$ cat config.mk
export PLATFORM = sky130hd
export DESIGN_NAME = adcdt_seq_top
export DESIGN_NICKNAME = d
export VERILOG_FILES = /design/src/adcdt_pkg.sv /design/src/adcdt_seq_top.sv /design/src/adcdt_trig_sync.sv /design/src/adcdt_result_mem.sv
export SDC_FILE = /design/constraint.sdc
export NUM_CORES = 1
export LEC_CHECK = 0
export BUFFER_PORTS_ARGS = -buffer_cell sky130_fd_sc_hd__buf_4
export CAP_MARGIN = 20
export CORE_MARGIN = 2
export CORE_UTILIZATION = 50
export CTS_BUF_LIST = sky130_fd_sc_hd__clkbuf_4
export DETAILED_ROUTE_END_ITERATION = 16
export PLACE_DENSITY_LB_ADDON = 0.12
export SLEW_MARGIN = 20
export SYNTH_ARGS = -nofsm -noshare
export SYNTH_HDL_FRONTEND = slang
export SYNTH_SLANG_ARGS = --single-unit
export TNS_END_PERCENT = 50
$ cat constraint.sdc
create_clock -name aclk -period 3.69 [get_ports aclk]
set_clock_uncertainty 0.1 [all_clocks]
set_input_delay 0.1845 -clock aclk [delete_from_list [all_inputs] [get_ports aclk]]
set_output_delay 0.1845 -clock aclk [all_outputs]
set_load 0.05 [all_outputs]
$ cat src/adcdt_pkg.sv
// Package: constants, register map and carrier types of the sweep sequencer
package adcdt_pkg;

	localparam int ADDR_W = 8;
	localparam int DATA_W = 32;
	localparam int RES_W  = 10;
	localparam int CH_W   = 3;
	localparam int NUM_CH = 8;

	// Register byte offsets
	localparam logic [ADDR_W-1:0] OFS_CTRL1    = 8'h00;
	localparam logic [ADDR_W-1:0] OFS_CTRL2    = 8'h04;
	localparam logic [ADDR_W-1:0] OFS_TRIG     = 8'h08;
	localparam logic [ADDR_W-1:0] OFS_STAT     = 8'h0c;
	localparam logic [ADDR_W-1:0] OFS_RES_BASE = 8'h20;
	localparam logic [ADDR_W-1:0] RES_MASK     = 8'he0;
	localparam int                RES_IDX_LSB  = 2;

	// converter_ctrl_1 fields
	localparam int C1_CNT_LO = 0;
	localparam int C1_CNT_HI = 1;
	localparam int C1_START  = 2;
	localparam int C1_TRGA   = 3;
	localparam int C1_TRGB   = 4;
	// converter_ctrl_2 fields
	localparam int C2_GRP_LO = 0;
	localparam int C2_GRP_HI = 1;
	// trigger_control_reg fields, bits 7:4 unimplemented
	localparam int TC_MODE2  = 0;
	localparam int TC_MODE3  = 1;
	localparam int TC_SEL0   = 2;
	localparam int TC_SEL1   = 3;
	// converter_status fields
	localparam int ST_BUSY   = 0;
	localparam int ST_WAIT   = 1;
	localparam int ST_EARLY  = 2;
	localparam int ST_DONE   = 3;

	localparam logic [1:0] RESP_OKAY   = 2'h0;
	localparam logic [1:0] RESP_SLVERR = 2'h2;

	localparam logic [CH_W-1:0]  CH_FIRST  = 3'h0;
	localparam logic [CH_W-1:0]  CH_SECOND = 3'h1;
	localparam logic [CH_W-1:0]  CH_STEP   = 3'h1;
	localparam logic [RES_W-1:0] RES_RST   = 10'h000;

	typedef enum logic [3:0] {
		st_idle  = 4'h1,
		st_conv0 = 4'h2,
		st_wait1 = 4'h4,
		st_convn = 4'h8
	} adcdt_state_t;

	typedef struct packed {
		logic [1:0] pin_count;
		logic       trig_sel_a;
		logic       trig_sel_b;
		logic [1:0] group;
		logic       mode2;
		logic       mode3;
		logic       in0_sel;
		logic       in1_sel;
	} adcdt_cfg_t;

	localparam adcdt_cfg_t CFG_RST = '0;

	// Commands to the analog sampling and conversion core
	typedef struct packed {
		logic            sample;
		logic [CH_W-1:0] sample_ch;
		logic            convert;
		logic [CH_W-1:0] convert_ch;
		logic [1:0]      group;
	} adcdt_fe_cmd_t;

	// Answer from the core: one pulse per finished conversion
	typedef struct packed {
		logic             done;
		logic [RES_W-1:0] data;
	} adcdt_fe_rsp_t;

endpackage

$ cat src/adcdt_seq_top.sv
// Delayed trigger sweep sequencer with AXI4-Lite register slave
//
// Our own choices: the register offsets and the AXI4-Lite interface to the registers.
`timescale 1ns/1ns
module adcdt_seq_top (
	input  wire logic                          aclk,
	input  wire logic                          aresetn,
	input  wire logic [adcdt_pkg::ADDR_W-1:0]  s_axil_awaddr,
	input  wire logic [2:0]                    s_axil_awprot,
	input  wire logic                          s_axil_awvalid,
	output logic                               s_axil_awready,
	input  wire logic [adcdt_pkg::DATA_W-1:0]  s_axil_wdata,
	input  wire logic [3:0]                    s_axil_wstrb,
	input  wire logic                          s_axil_wvalid,
	output logic                               s_axil_wready,
	output logic [1:0]                         s_axil_bresp,
	output logic                               s_axil_bvalid,
	input  wire logic                          s_axil_bready,
	input  wire logic [adcdt_pkg::ADDR_W-1:0]  s_axil_araddr,
	input  wire logic [2:0]                    s_axil_arprot,
	input  wire logic                          s_axil_arvalid,
	output logic                               s_axil_arready,
	output logic [adcdt_pkg::DATA_W-1:0]       s_axil_rdata,
	output logic [1:0]                         s_axil_rresp,
	output logic                               s_axil_rvalid,
	input  wire logic                          s_axil_rready,
	input  wire logic                          ext_trigger_n,
	input  wire logic                          timer0_underflow,
	input  wire logic                          timer1_underflow,
	input  wire adcdt_pkg::adcdt_fe_rsp_t      fe_rsp,
	output adcdt_pkg::adcdt_fe_cmd_t           fe_cmd,
	output logic                               sweep_done_irq
);
	import adcdt_pkg::*;

	adcdt_cfg_t        cfg;
	adcdt_state_t      state;
	logic              conversion_start_bit;
	logic              early1;
	logic              sweep_done;
	logic [CH_W-1:0]   conv_ch;
	logic              cmd_sample;
	logic [CH_W-1:0]   cmd_sample_ch;
	logic              cmd_convert;
	logic [CH_W-1:0]   cmd_convert_ch;
	logic              ext_fall;
	logic              mode1;
	logic              mode0;
	logic              trig0;
	logic              trig1;
	logic [CH_W-1:0]   last_ch;
	logic              sw_halt;
	logic              start_sweep;
	logic              finish;
	logic              res_we;
	logic [RES_W-1:0]  mem_rdata;
	logic              aw_held;
	logic              w_held;
	logic [ADDR_W-1:0] aw_addr;
	logic [DATA_W-1:0] w_data;
	logic [3:0]        w_strb;
	logic              wr_fire;
	logic              wr_low;
	logic              rd_pend;
	logic [ADDR_W-1:0] rd_addr;
	logic [DATA_W-1:0] rd_word;
	logic              rd_ok;
	logic              wr_ok;

	adcdt_trig_sync u_sync (
		.aclk          (aclk),
		.aresetn       (aresetn),
		.ext_trigger_n (ext_trigger_n),
		.trig_fall     (ext_fall)
	);

	adcdt_result_mem u_mem (
		.aclk    (aclk),
		.aresetn (aresetn),
		.we      (res_we),
		.waddr   (conv_ch),
		.wdata   (fe_rsp.data),
		.raddr   (s_axil_araddr[RES_IDX_LSB +: CH_W]),
		.rdata   (mem_rdata)
	);

	// Trigger source decode
	assign mode1 = cfg.mode2 & cfg.mode3 & ~cfg.trig_sel_a & cfg.trig_sel_b
		& ~cfg.in0_sel & ~cfg.in1_sel;
	assign mode0 = cfg.mode2 & cfg.mode3 & ~cfg.trig_sel_a & ~cfg.trig_sel_b
		& cfg.in0_sel & cfg.in1_sel;
	assign trig0 = (mode1 & ext_fall) | (mode0 & timer0_underflow);
	assign trig1 = (mode1 & ext_fall) | (mode0 & timer1_underflow);

	assign last_ch = {cfg.pin_count, 1'h1};
	assign wr_fire = aw_held & w_held & ~s_axil_bvalid;
	assign wr_low  = wr_fire & w_strb[0];
	assign sw_halt = wr_low & (aw_addr == OFS_CTRL1)
		& ~w_data[C1_START];
	assign start_sweep = (state == st_idle) & trig0;
	assign finish  = (state == st_convn) & fe_rsp.done
		& (conv_ch == last_ch);
	assign res_we  = fe_rsp.done & ~sw_halt
		& ((state == st_conv0) | (state == st_convn));

	// Sequencer
	always_ff @(posedge aclk) begin
		if (!aresetn) begin
			state <= st_idle;
		end else if (sw_halt) begin
			state <= st_idle;
		end else begin
			unique case (state)
				st_idle: begin
					if (trig0) begin
						state <= st_conv0;
					end
				end
				st_conv0: begin
					if (fe_rsp.done) begin
						state <= (early1 | trig1) ? st_convn : st_wait1;
					end
				end
				st_wait1: begin
					if (trig1) begin
						state <= st_convn;
					end
				end
				st_convn: begin
					// Edges here are deliberately not looked at
					if (finish) begin
						state <= st_idle;
					end
				end
			endcase
		end
	end

	// Second edge seen while input 0 still converts
	always_ff @(posedge aclk) begin
		if (!aresetn) begin
			early1 <= 1'h0;
		end else if (start_sweep || sw_halt) begin
			early1 <= 1'h0;
		end else if (state == st_conv0 && trig1) begin
			early1 <= 1'h1;
		end
	end

	always_ff @(posedge aclk) begin
		if (!aresetn) begin
			conv_ch <= CH_FIRST;
		end else if (start_sweep) begin
			conv_ch <= CH_FIRST;
		end else if (state == st_conv0 && fe_rsp.done) begin
			conv_ch <= CH_SECOND;
		end else if (state == st_convn && fe_rsp.done && !finish) begin
			conv_ch <= conv_ch + CH_STEP;
		end
	end

	// Core commands, one-cycle pulses
	always_ff @(posedge aclk) begin
		if (!aresetn) begin
			cmd_sample     <= 1'h0;
			cmd_sample_ch  <= CH_FIRST;
			cmd_convert    <= 1'h0;
			cmd_convert_ch <= CH_FIRST;
		end else begin
			cmd_sample  <= 1'h0;
			cmd_convert <= 1'h0;
			if (sw_halt) begin
				cmd_sample  <= 1'h0;
			end else if (start_sweep) begin
				cmd_sample     <= 1'h1;
				cmd_sample_ch  <= CH_FIRST;
				cmd_convert    <= 1'h1;
				cmd_convert_ch <= CH_FIRST;
			end else if (state == st_conv0) begin
				if (trig1 && !early1) begin
					cmd_sample    <= 1'h1;
					cmd_sample_ch <= CH_SECOND;
				end
				if (fe_rsp.done && (early1 || trig1)) begin
					cmd_convert    <= 1'h1;
					cmd_convert_ch <= CH_SECOND;
				end
			end else if (state == st_wait1 && trig1) begin
				cmd_sample     <= 1'h1;
				cmd_sample_ch  <= CH_SECOND;
				cmd_convert    <= 1'h1;
				cmd_convert_ch <= CH_SECOND;
			end else if (state == st_convn && fe_rsp.done && !finish) begin
				cmd_sample     <= 1'h1;
				cmd_sample_ch  <= conv_ch + CH_STEP;
				cmd_convert    <= 1'h1;
				cmd_convert_ch <= conv_ch + CH_STEP;
			end
		end
	end

	assign fe_cmd = '{sample: cmd_sample, sample_ch: cmd_sample_ch,
		convert: cmd_convert, convert_ch: cmd_convert_ch,
		group: cfg.group};

	// Start bit mirrors a running sweep, but a trigger in the cycle of a halting write sets it with none running; a write of 1 does not start one
	always_ff @(posedge aclk) begin
		if (!aresetn) begin
			conversion_start_bit <= 1'h0;
		end else if (start_sweep) begin
			conversion_start_bit <= 1'h1;
		end else if (sw_halt || finish) begin
			conversion_start_bit <= 1'h0;
		end
	end

	// One pulse per whole sweep, not per input
	always_ff @(posedge aclk) begin
		if (!aresetn) begin
			sweep_done_irq <= 1'h0;
		end else begin
			sweep_done_irq <= finish & ~sw_halt;
		end
	end

	// Sticky done flag, write one to clear; a new finish wins
	always_ff @(posedge aclk) begin
		if (!aresetn) begin
			sweep_done <= 1'h0;
		end else if (finish && !sw_halt) begin
			sweep_done <= 1'h1;
		end else if (wr_low && aw_addr == OFS_STAT && w_data[ST_DONE]) begin
			sweep_done <= 1'h0;
		end
	end

	always_ff @(posedge aclk) begin
		if (!aresetn) begin
			cfg <= CFG_RST;
		end else if (wr_low && aw_addr == OFS_CTRL1) begin
			cfg.pin_count  <= {w_data[C1_CNT_HI], w_data[C1_CNT_LO]};
			cfg.trig_sel_a <= w_data[C1_TRGA];
			cfg.trig_sel_b <= w_data[C1_TRGB];
		end else if (wr_low && aw_addr == OFS_CTRL2) begin
			cfg.group <= {w_data[C2_GRP_HI], w_data[C2_GRP_LO]};
		end else if (wr_low && aw_addr == OFS_TRIG) begin
			cfg.mode2   <= w_data[TC_MODE2];
			cfg.mode3   <= w_data[TC_MODE3];
			cfg.in0_sel <= w_data[TC_SEL0];
			cfg.in1_sel <= w_data[TC_SEL1];
		end
	end

	// Write channel: address and data taken in either order
	assign s_axil_awready = ~aw_held & ~s_axil_bvalid;
	assign s_axil_wready  = ~w_held & ~s_axil_bvalid;

	always_ff @(posedge aclk) begin
		if (!aresetn) begin
			aw_held <= 1'h0;
			aw_addr <= OFS_CTRL1;
		end else if (s_axil_awvalid && s_axil_awready) begin
			aw_held <= 1'h1;
			aw_addr <= s_axil_awaddr;
		end else if (wr_fire) begin
			aw_held <= 1'h0;
		end
	end

	always_ff @(posedge aclk) begin
		if (!aresetn) begin
			w_held <= 1'h0;
			w_data <= '0;
			w_strb <= 4'h0;
		end else if (s_axil_wvalid && s_axil_wready) begin
			w_held <= 1'h1;
			w_data <= s_axil_wdata;
			w_strb <= s_axil_wstrb;
		end else if (wr_fire) begin
			w_held <= 1'h0;
		end
	end

	assign wr_ok = (aw_addr == OFS_CTRL1) | (aw_addr == OFS_CTRL2)
		| (aw_addr == OFS_TRIG) | (aw_addr == OFS_STAT)
		| ((aw_addr & RES_MASK) == OFS_RES_BASE);

	always_ff @(posedge aclk) begin
		if (!aresetn) begin
			s_axil_bvalid <= 1'h0;
			s_axil_bresp  <= RESP_OKAY;
		end else if (wr_fire) begin
			s_axil_bvalid <= 1'h1;
			s_axil_bresp  <= wr_ok ? RESP_OKAY : RESP_SLVERR;
		end else if (s_axil_bready) begin
			s_axil_bvalid <= 1'h0;
		end
	end

	// Read channel: one wait cycle for the registered result store
	assign s_axil_arready = ~rd_pend & ~s_axil_rvalid;

	always_ff @(posedge aclk) begin
		if (!aresetn) begin
			rd_pend <= 1'h0;
			rd_addr <= OFS_CTRL1;
		end else if (s_axil_arvalid && s_axil_arready) begin
			rd_pend <= 1'h1;
			rd_addr <= s_axil_araddr;
		end else begin
			rd_pend <= 1'h0;
		end
	end

	always_comb begin
		rd_word = '0;
		rd_ok   = 1'h1;
		if (rd_addr == OFS_CTRL1) begin
			rd_word[C1_CNT_LO] = cfg.pin_count[0];
			rd_word[C1_CNT_HI] = cfg.pin_count[1];
			rd_word[C1_START]  = conversion_start_bit;
			rd_word[C1_TRGA]   = cfg.trig_sel_a;
			rd_word[C1_TRGB]   = cfg.trig_sel_b;
		end else if (rd_addr == OFS_CTRL2) begin
			rd_word[C2_GRP_LO] = cfg.group[0];
			rd_word[C2_GRP_HI] = cfg.group[1];
		end else if (rd_addr == OFS_TRIG) begin
			// Bits above stay zero
			rd_word[TC_MODE2] = cfg.mode2;
			rd_word[TC_MODE3] = cfg.mode3;
			rd_word[TC_SEL0]  = cfg.in0_sel;
			rd_word[TC_SEL1]  = cfg.in1_sel;
		end else if (rd_addr == OFS_STAT) begin
			rd_word[ST_BUSY]  = (state != st_idle);
			rd_word[ST_WAIT]  = (state == st_wait1);
			rd_word[ST_EARLY] = early1;
			rd_word[ST_DONE]  = sweep_done;
		end else if ((rd_addr & RES_MASK) == OFS_RES_BASE) begin
			rd_word[RES_W-1:0] = mem_rdata;
		end else begin
			rd_ok = 1'h0;
		end
	end

	always_ff @(posedge aclk) begin
		if (!aresetn) begin
			s_axil_rvalid <= 1'h0;
			s_axil_rdata  <= '0;
			s_axil_rresp  <= RESP_OKAY;
		end else if (rd_pend) begin
			s_axil_rvalid <= 1'h1;
			s_axil_rdata  <= rd_word;
			s_axil_rresp  <= rd_ok ? RESP_OKAY : RESP_SLVERR;
		end else if (s_axil_rready) begin
			s_axil_rvalid <= 1'h0;
		end
	end
endmodule

$ cat src/adcdt_trig_sync.sv
// Trigger pin synchroniser and falling edge detector
`timescale 1ns/1ns
module adcdt_trig_sync (
	input  wire logic aclk,
	input  wire logic aresetn,
	input  wire logic ext_trigger_n,
	output logic      trig_fall
);
	import adcdt_pkg::*;

	logic meta;
	logic level;
	logic prev;

	// Idle level of the pin is high, so no edge is seen out of reset
	always_ff @(posedge aclk) begin
		if (!aresetn) begin
			meta  <= 1'h1;
			level <= 1'h1;
			prev  <= 1'h1;
		end else begin
			meta  <= ext_trigger_n;
			level <= meta;
			prev  <= level;
		end
	end

	// Edges closer than one clock merge into one
	assign trig_fall = prev & ~level;
endmodule

$ cat src/adcdt_result_mem.sv
// Per-input result store with registered read port
`timescale 1ns/1ns
module adcdt_result_mem (
	input  wire logic                       aclk,
	input  wire logic                       aresetn,
	input  wire logic                       we,
	input  wire logic [adcdt_pkg::CH_W-1:0] waddr,
	input  wire logic [adcdt_pkg::RES_W-1:0] wdata,
	input  wire logic [adcdt_pkg::CH_W-1:0] raddr,
	output logic [adcdt_pkg::RES_W-1:0]     rdata
);
	import adcdt_pkg::*;

	logic [RES_W-1:0] mem [NUM_CH];

	for (genvar i = 0; i < NUM_CH; i++) begin : g_entry
		always_ff @(posedge aclk) begin
			if (!aresetn) begin
				mem[i] <= RES_RST;
			end else if (we && (waddr == CH_W'(i))) begin
				mem[i] <= wdata;
			end
		end
	end

	always_ff @(posedge aclk) begin
		if (!aresetn) begin
			rdata <= RES_RST;
		end else begin
			rdata <= mem[raddr];
		end
	end
endmodule

==> impl_results.md <==
* Total grt overflow at 0
* Wirelength per Cell at 17.3 um
* Dpl cells at 878
* Top cells by count, synth: and2_1, dfxtp_1, edfxtp_1, nand2_1, nor2_1
* YS warnings at 0
* Share of the synthesized area in the top cell type at 31.9%
* Die area at 0.0161 mm2
* Cell area after synthesis at 0.00754 mm2
* Floorplan row count at 44
* Inserted Clock Buffers at 17
* Nets at 869
* Die width at 127 um
* Fin area at 0.00900 mm2
* First-pass GRT wire length at 27.4 mm
* Post-synthesis cell count at 661
* Port Buf Inserts at 70
* WL final at 17.0 mm
* Initial cell density of the core at 51.5%
* RSZ-0062 raised after global routing: no
* Max VDD drop at 288 uV
* Critical path fanouts, max at 22
* Leak Pwr at 3.61 nW
* Setup TNS at 0 ps
* CP Launch Point: rd_pend
* I/O pins at 131
* Fmax at 358 MHz
* GRT Util Overall at 22.2%
* Worst reg2reg path startpoint: rd_pend
* DR vias/cell at 5.34
* Slew margin rel. at 47.8%
* DR WL met2 at 8.80 mm
* CP startpoint kind: flip-flop
* Post-Place Setup Slack at 1400 ps
* Cts repair resizes at 0
* Vias at 5245
* Clock Latency Late Sink at 570 ps
* Worst path arrival time at 3180 ps
* Synth Register Bits at 161
* Post-synth EDFFs at 80
* Hold slack at 75.9 ps
* Multi-input logic area at 0.00314 mm2
* CP endpoint kind: flip-flop
* Routed Antenna Nets at 0
* Clock-pin transition on the worst setup and hold timing paths at 140 ps
* Post-layout util at 61.4%
* Ranking of synthesized cells by area: edfxtp_1, dfxtp_1, and2_1
* Pwr Total at 3.49 mW
* H-tree level count at 4
* Non-Filler Instances at 982
* Clk sinks at 161
* Fin. max-slew vios at 0
* CP Class: reg -> reg
* Synth area leader: edfxtp_1
* Ys flop type: dfxtp_1
* P per Cell Area at 388 mW/mm2
* Layout cells sized above 1 at 19.1%
* Period utilisation layout at 75.8%
* Ys async rst share at 0%
* Largest net degree at the start of global routing at 58
* Wl on met1 at 7.12 mm
* FILL cells at 1194
* Top routing layer used: met4
* Drt initial violations at 281
* Final Hold Viols at 0
* Clock Tree Root: clkbuf_4
* Crit path capture: rd_addr[3]
* Detailed Place HPWL at 10.9 mm
* Initial antenna violation count at 1
* CTS max path bufs at 2
* WL met3 at 619 um
* Worst r2r path cells at 6
* Cell Area, Placed at 0.00800 mm2
* Req. time, crit path at 4070 ps
* Final WS setup at 893 ps
* Router iterations before antenna repair at 4
* Worst Hold Class: in -> reg
* DRC at 0
* Flop2flop setup slack at 890 ps
* Status: complete, no violations
* Mean Syn Cell Area at 11.4 um2
* Number of max-cap violations at 0
* Synth cell types at 65
* Syn-to-layout area delta at 19.3%
* Core area at 0.0146 mm2
* R2R Path End: rd_addr[3]
* Vias in the first global route at 5429
* Fin crit period at 2800 ps
* CTS Hold Buffers Added at 71
* Die height at 127 um
* GP Congestion at 0.882
* FF+latch area at 0.00402 mm2
* Total setup buffers inserted after CTS at 0
* Setup Viol. Count Final at 0
* Top-count cell post-synth: and2_1
* TritonCTS clock tree: done
* Register area share after synthesis at 53.4%
* Worst slew pin tran at 779 ps
[where the power goes]
part           total [mW]  switching [mW]  internal, mW
Combinational       0.437           0.253         0.184
Clock                1.07           0.638         0.432
Sequential           1.98          0.0442          1.94
[worst max-delay path: stages, from the launching register on]
cell           delay (ps)
dfxtp_1               850
nor2_1                170
and2_1                290
nand2_1                90
dlygate4sd3_1         550
a21oi_1                60
dlygate4sd3_1         590
[sequential cells by signal, indices dropped and copies added, names as in the netlist, 2 cells and up]
name,cells
aw_addr,8
cfg,8
cmd_convert_ch,3
cmd_sample_ch,3
conv_ch,3
fe_cmd,2
rd_addr,8
s_axil_rdata,10
state,4
u_mem.mem,80
u_mem.rdata,10
w_data,5
[how the worst min path moves through the flow]
stage,from,endpoint,slack [ps],cells after the start
5_1_grt,timer0_underflow,state[0],80,5
3_5_place_dp,ext_trigger_n,u_sync.meta,290,2
3_3_place_gp,ext_trigger_n,u_sync.meta,270,2
4_1_cts,timer0_underflow,state[0],30,5
6_report,timer0_underflow,state[0],80,5
2_1_floorplan,ext_trigger_n,u_sync.meta,190,1
[final cells by class]
class                   instances  share of cell area (%)
flip-flops and latches        161                    44.7
multi-input cells             446                    34.9
repair buffers                145                    14.1
well taps                     184                    2.56
clock buffers                  20                    1.67
clock inverters                12                    1.49
inverters                      13                   0.542
diodes                          1                  0.0278
[placed cells by master (no fill, tap or decap), types with 3 or more instances in the layout]
cell / count
nand3b_1: 4
xor2_1: 4
mux2i_1: 30
and4_1: 3
and2_1: 88
a21oi_1: 40
nor4_1: 3
ha_1: 6
nand2b_1: 15
edfxtp_1: 80
and4b_1: 3
and3_4: 3
nor3_1: 3
a21o_1: 5
and4_4: 4
nand3_1: 13
o31ai_1: 4
conb_1: 24
inv_1: 12
mux4_2: 20
clkinv_4: 3
dfxtp_1: 81
inv_6: 3
clkbuf_4: 20
nor2_1: 47
dlygate4sd3_1: 71
o21ai_0: 14
nand2_1: 57
a211oi_1: 5
and3b_1: 3
o211ai_1: 4
or3_1: 3
buf_4: 74
[cells by family (layout without fill, tap and decap cells)]
kind of cell / after synthesis / count (layout) / synth area share (%)
simple gates: 271 / 271 / 21.5
mux: 50 / 50 / 9.95
other cells: 1 / 25 / 0.0497
xor+xnor: 5 / 5 / 0.581
fa+ha+maj: 6 / 6 / 0.995
flops: 161 / 161 / 53.4
buf+inv: 77 / 190 / 6.14
compound gates: 90 / 90 / 7.43
[metal layers]
layer  up-vias  GRT usage (%)
li1       2545              -
met2       119           39.1
met5         -              0
met4         0           9.57
met1      2556           26.6
met3        25           4.26
(Power assumes the default switching activity.)
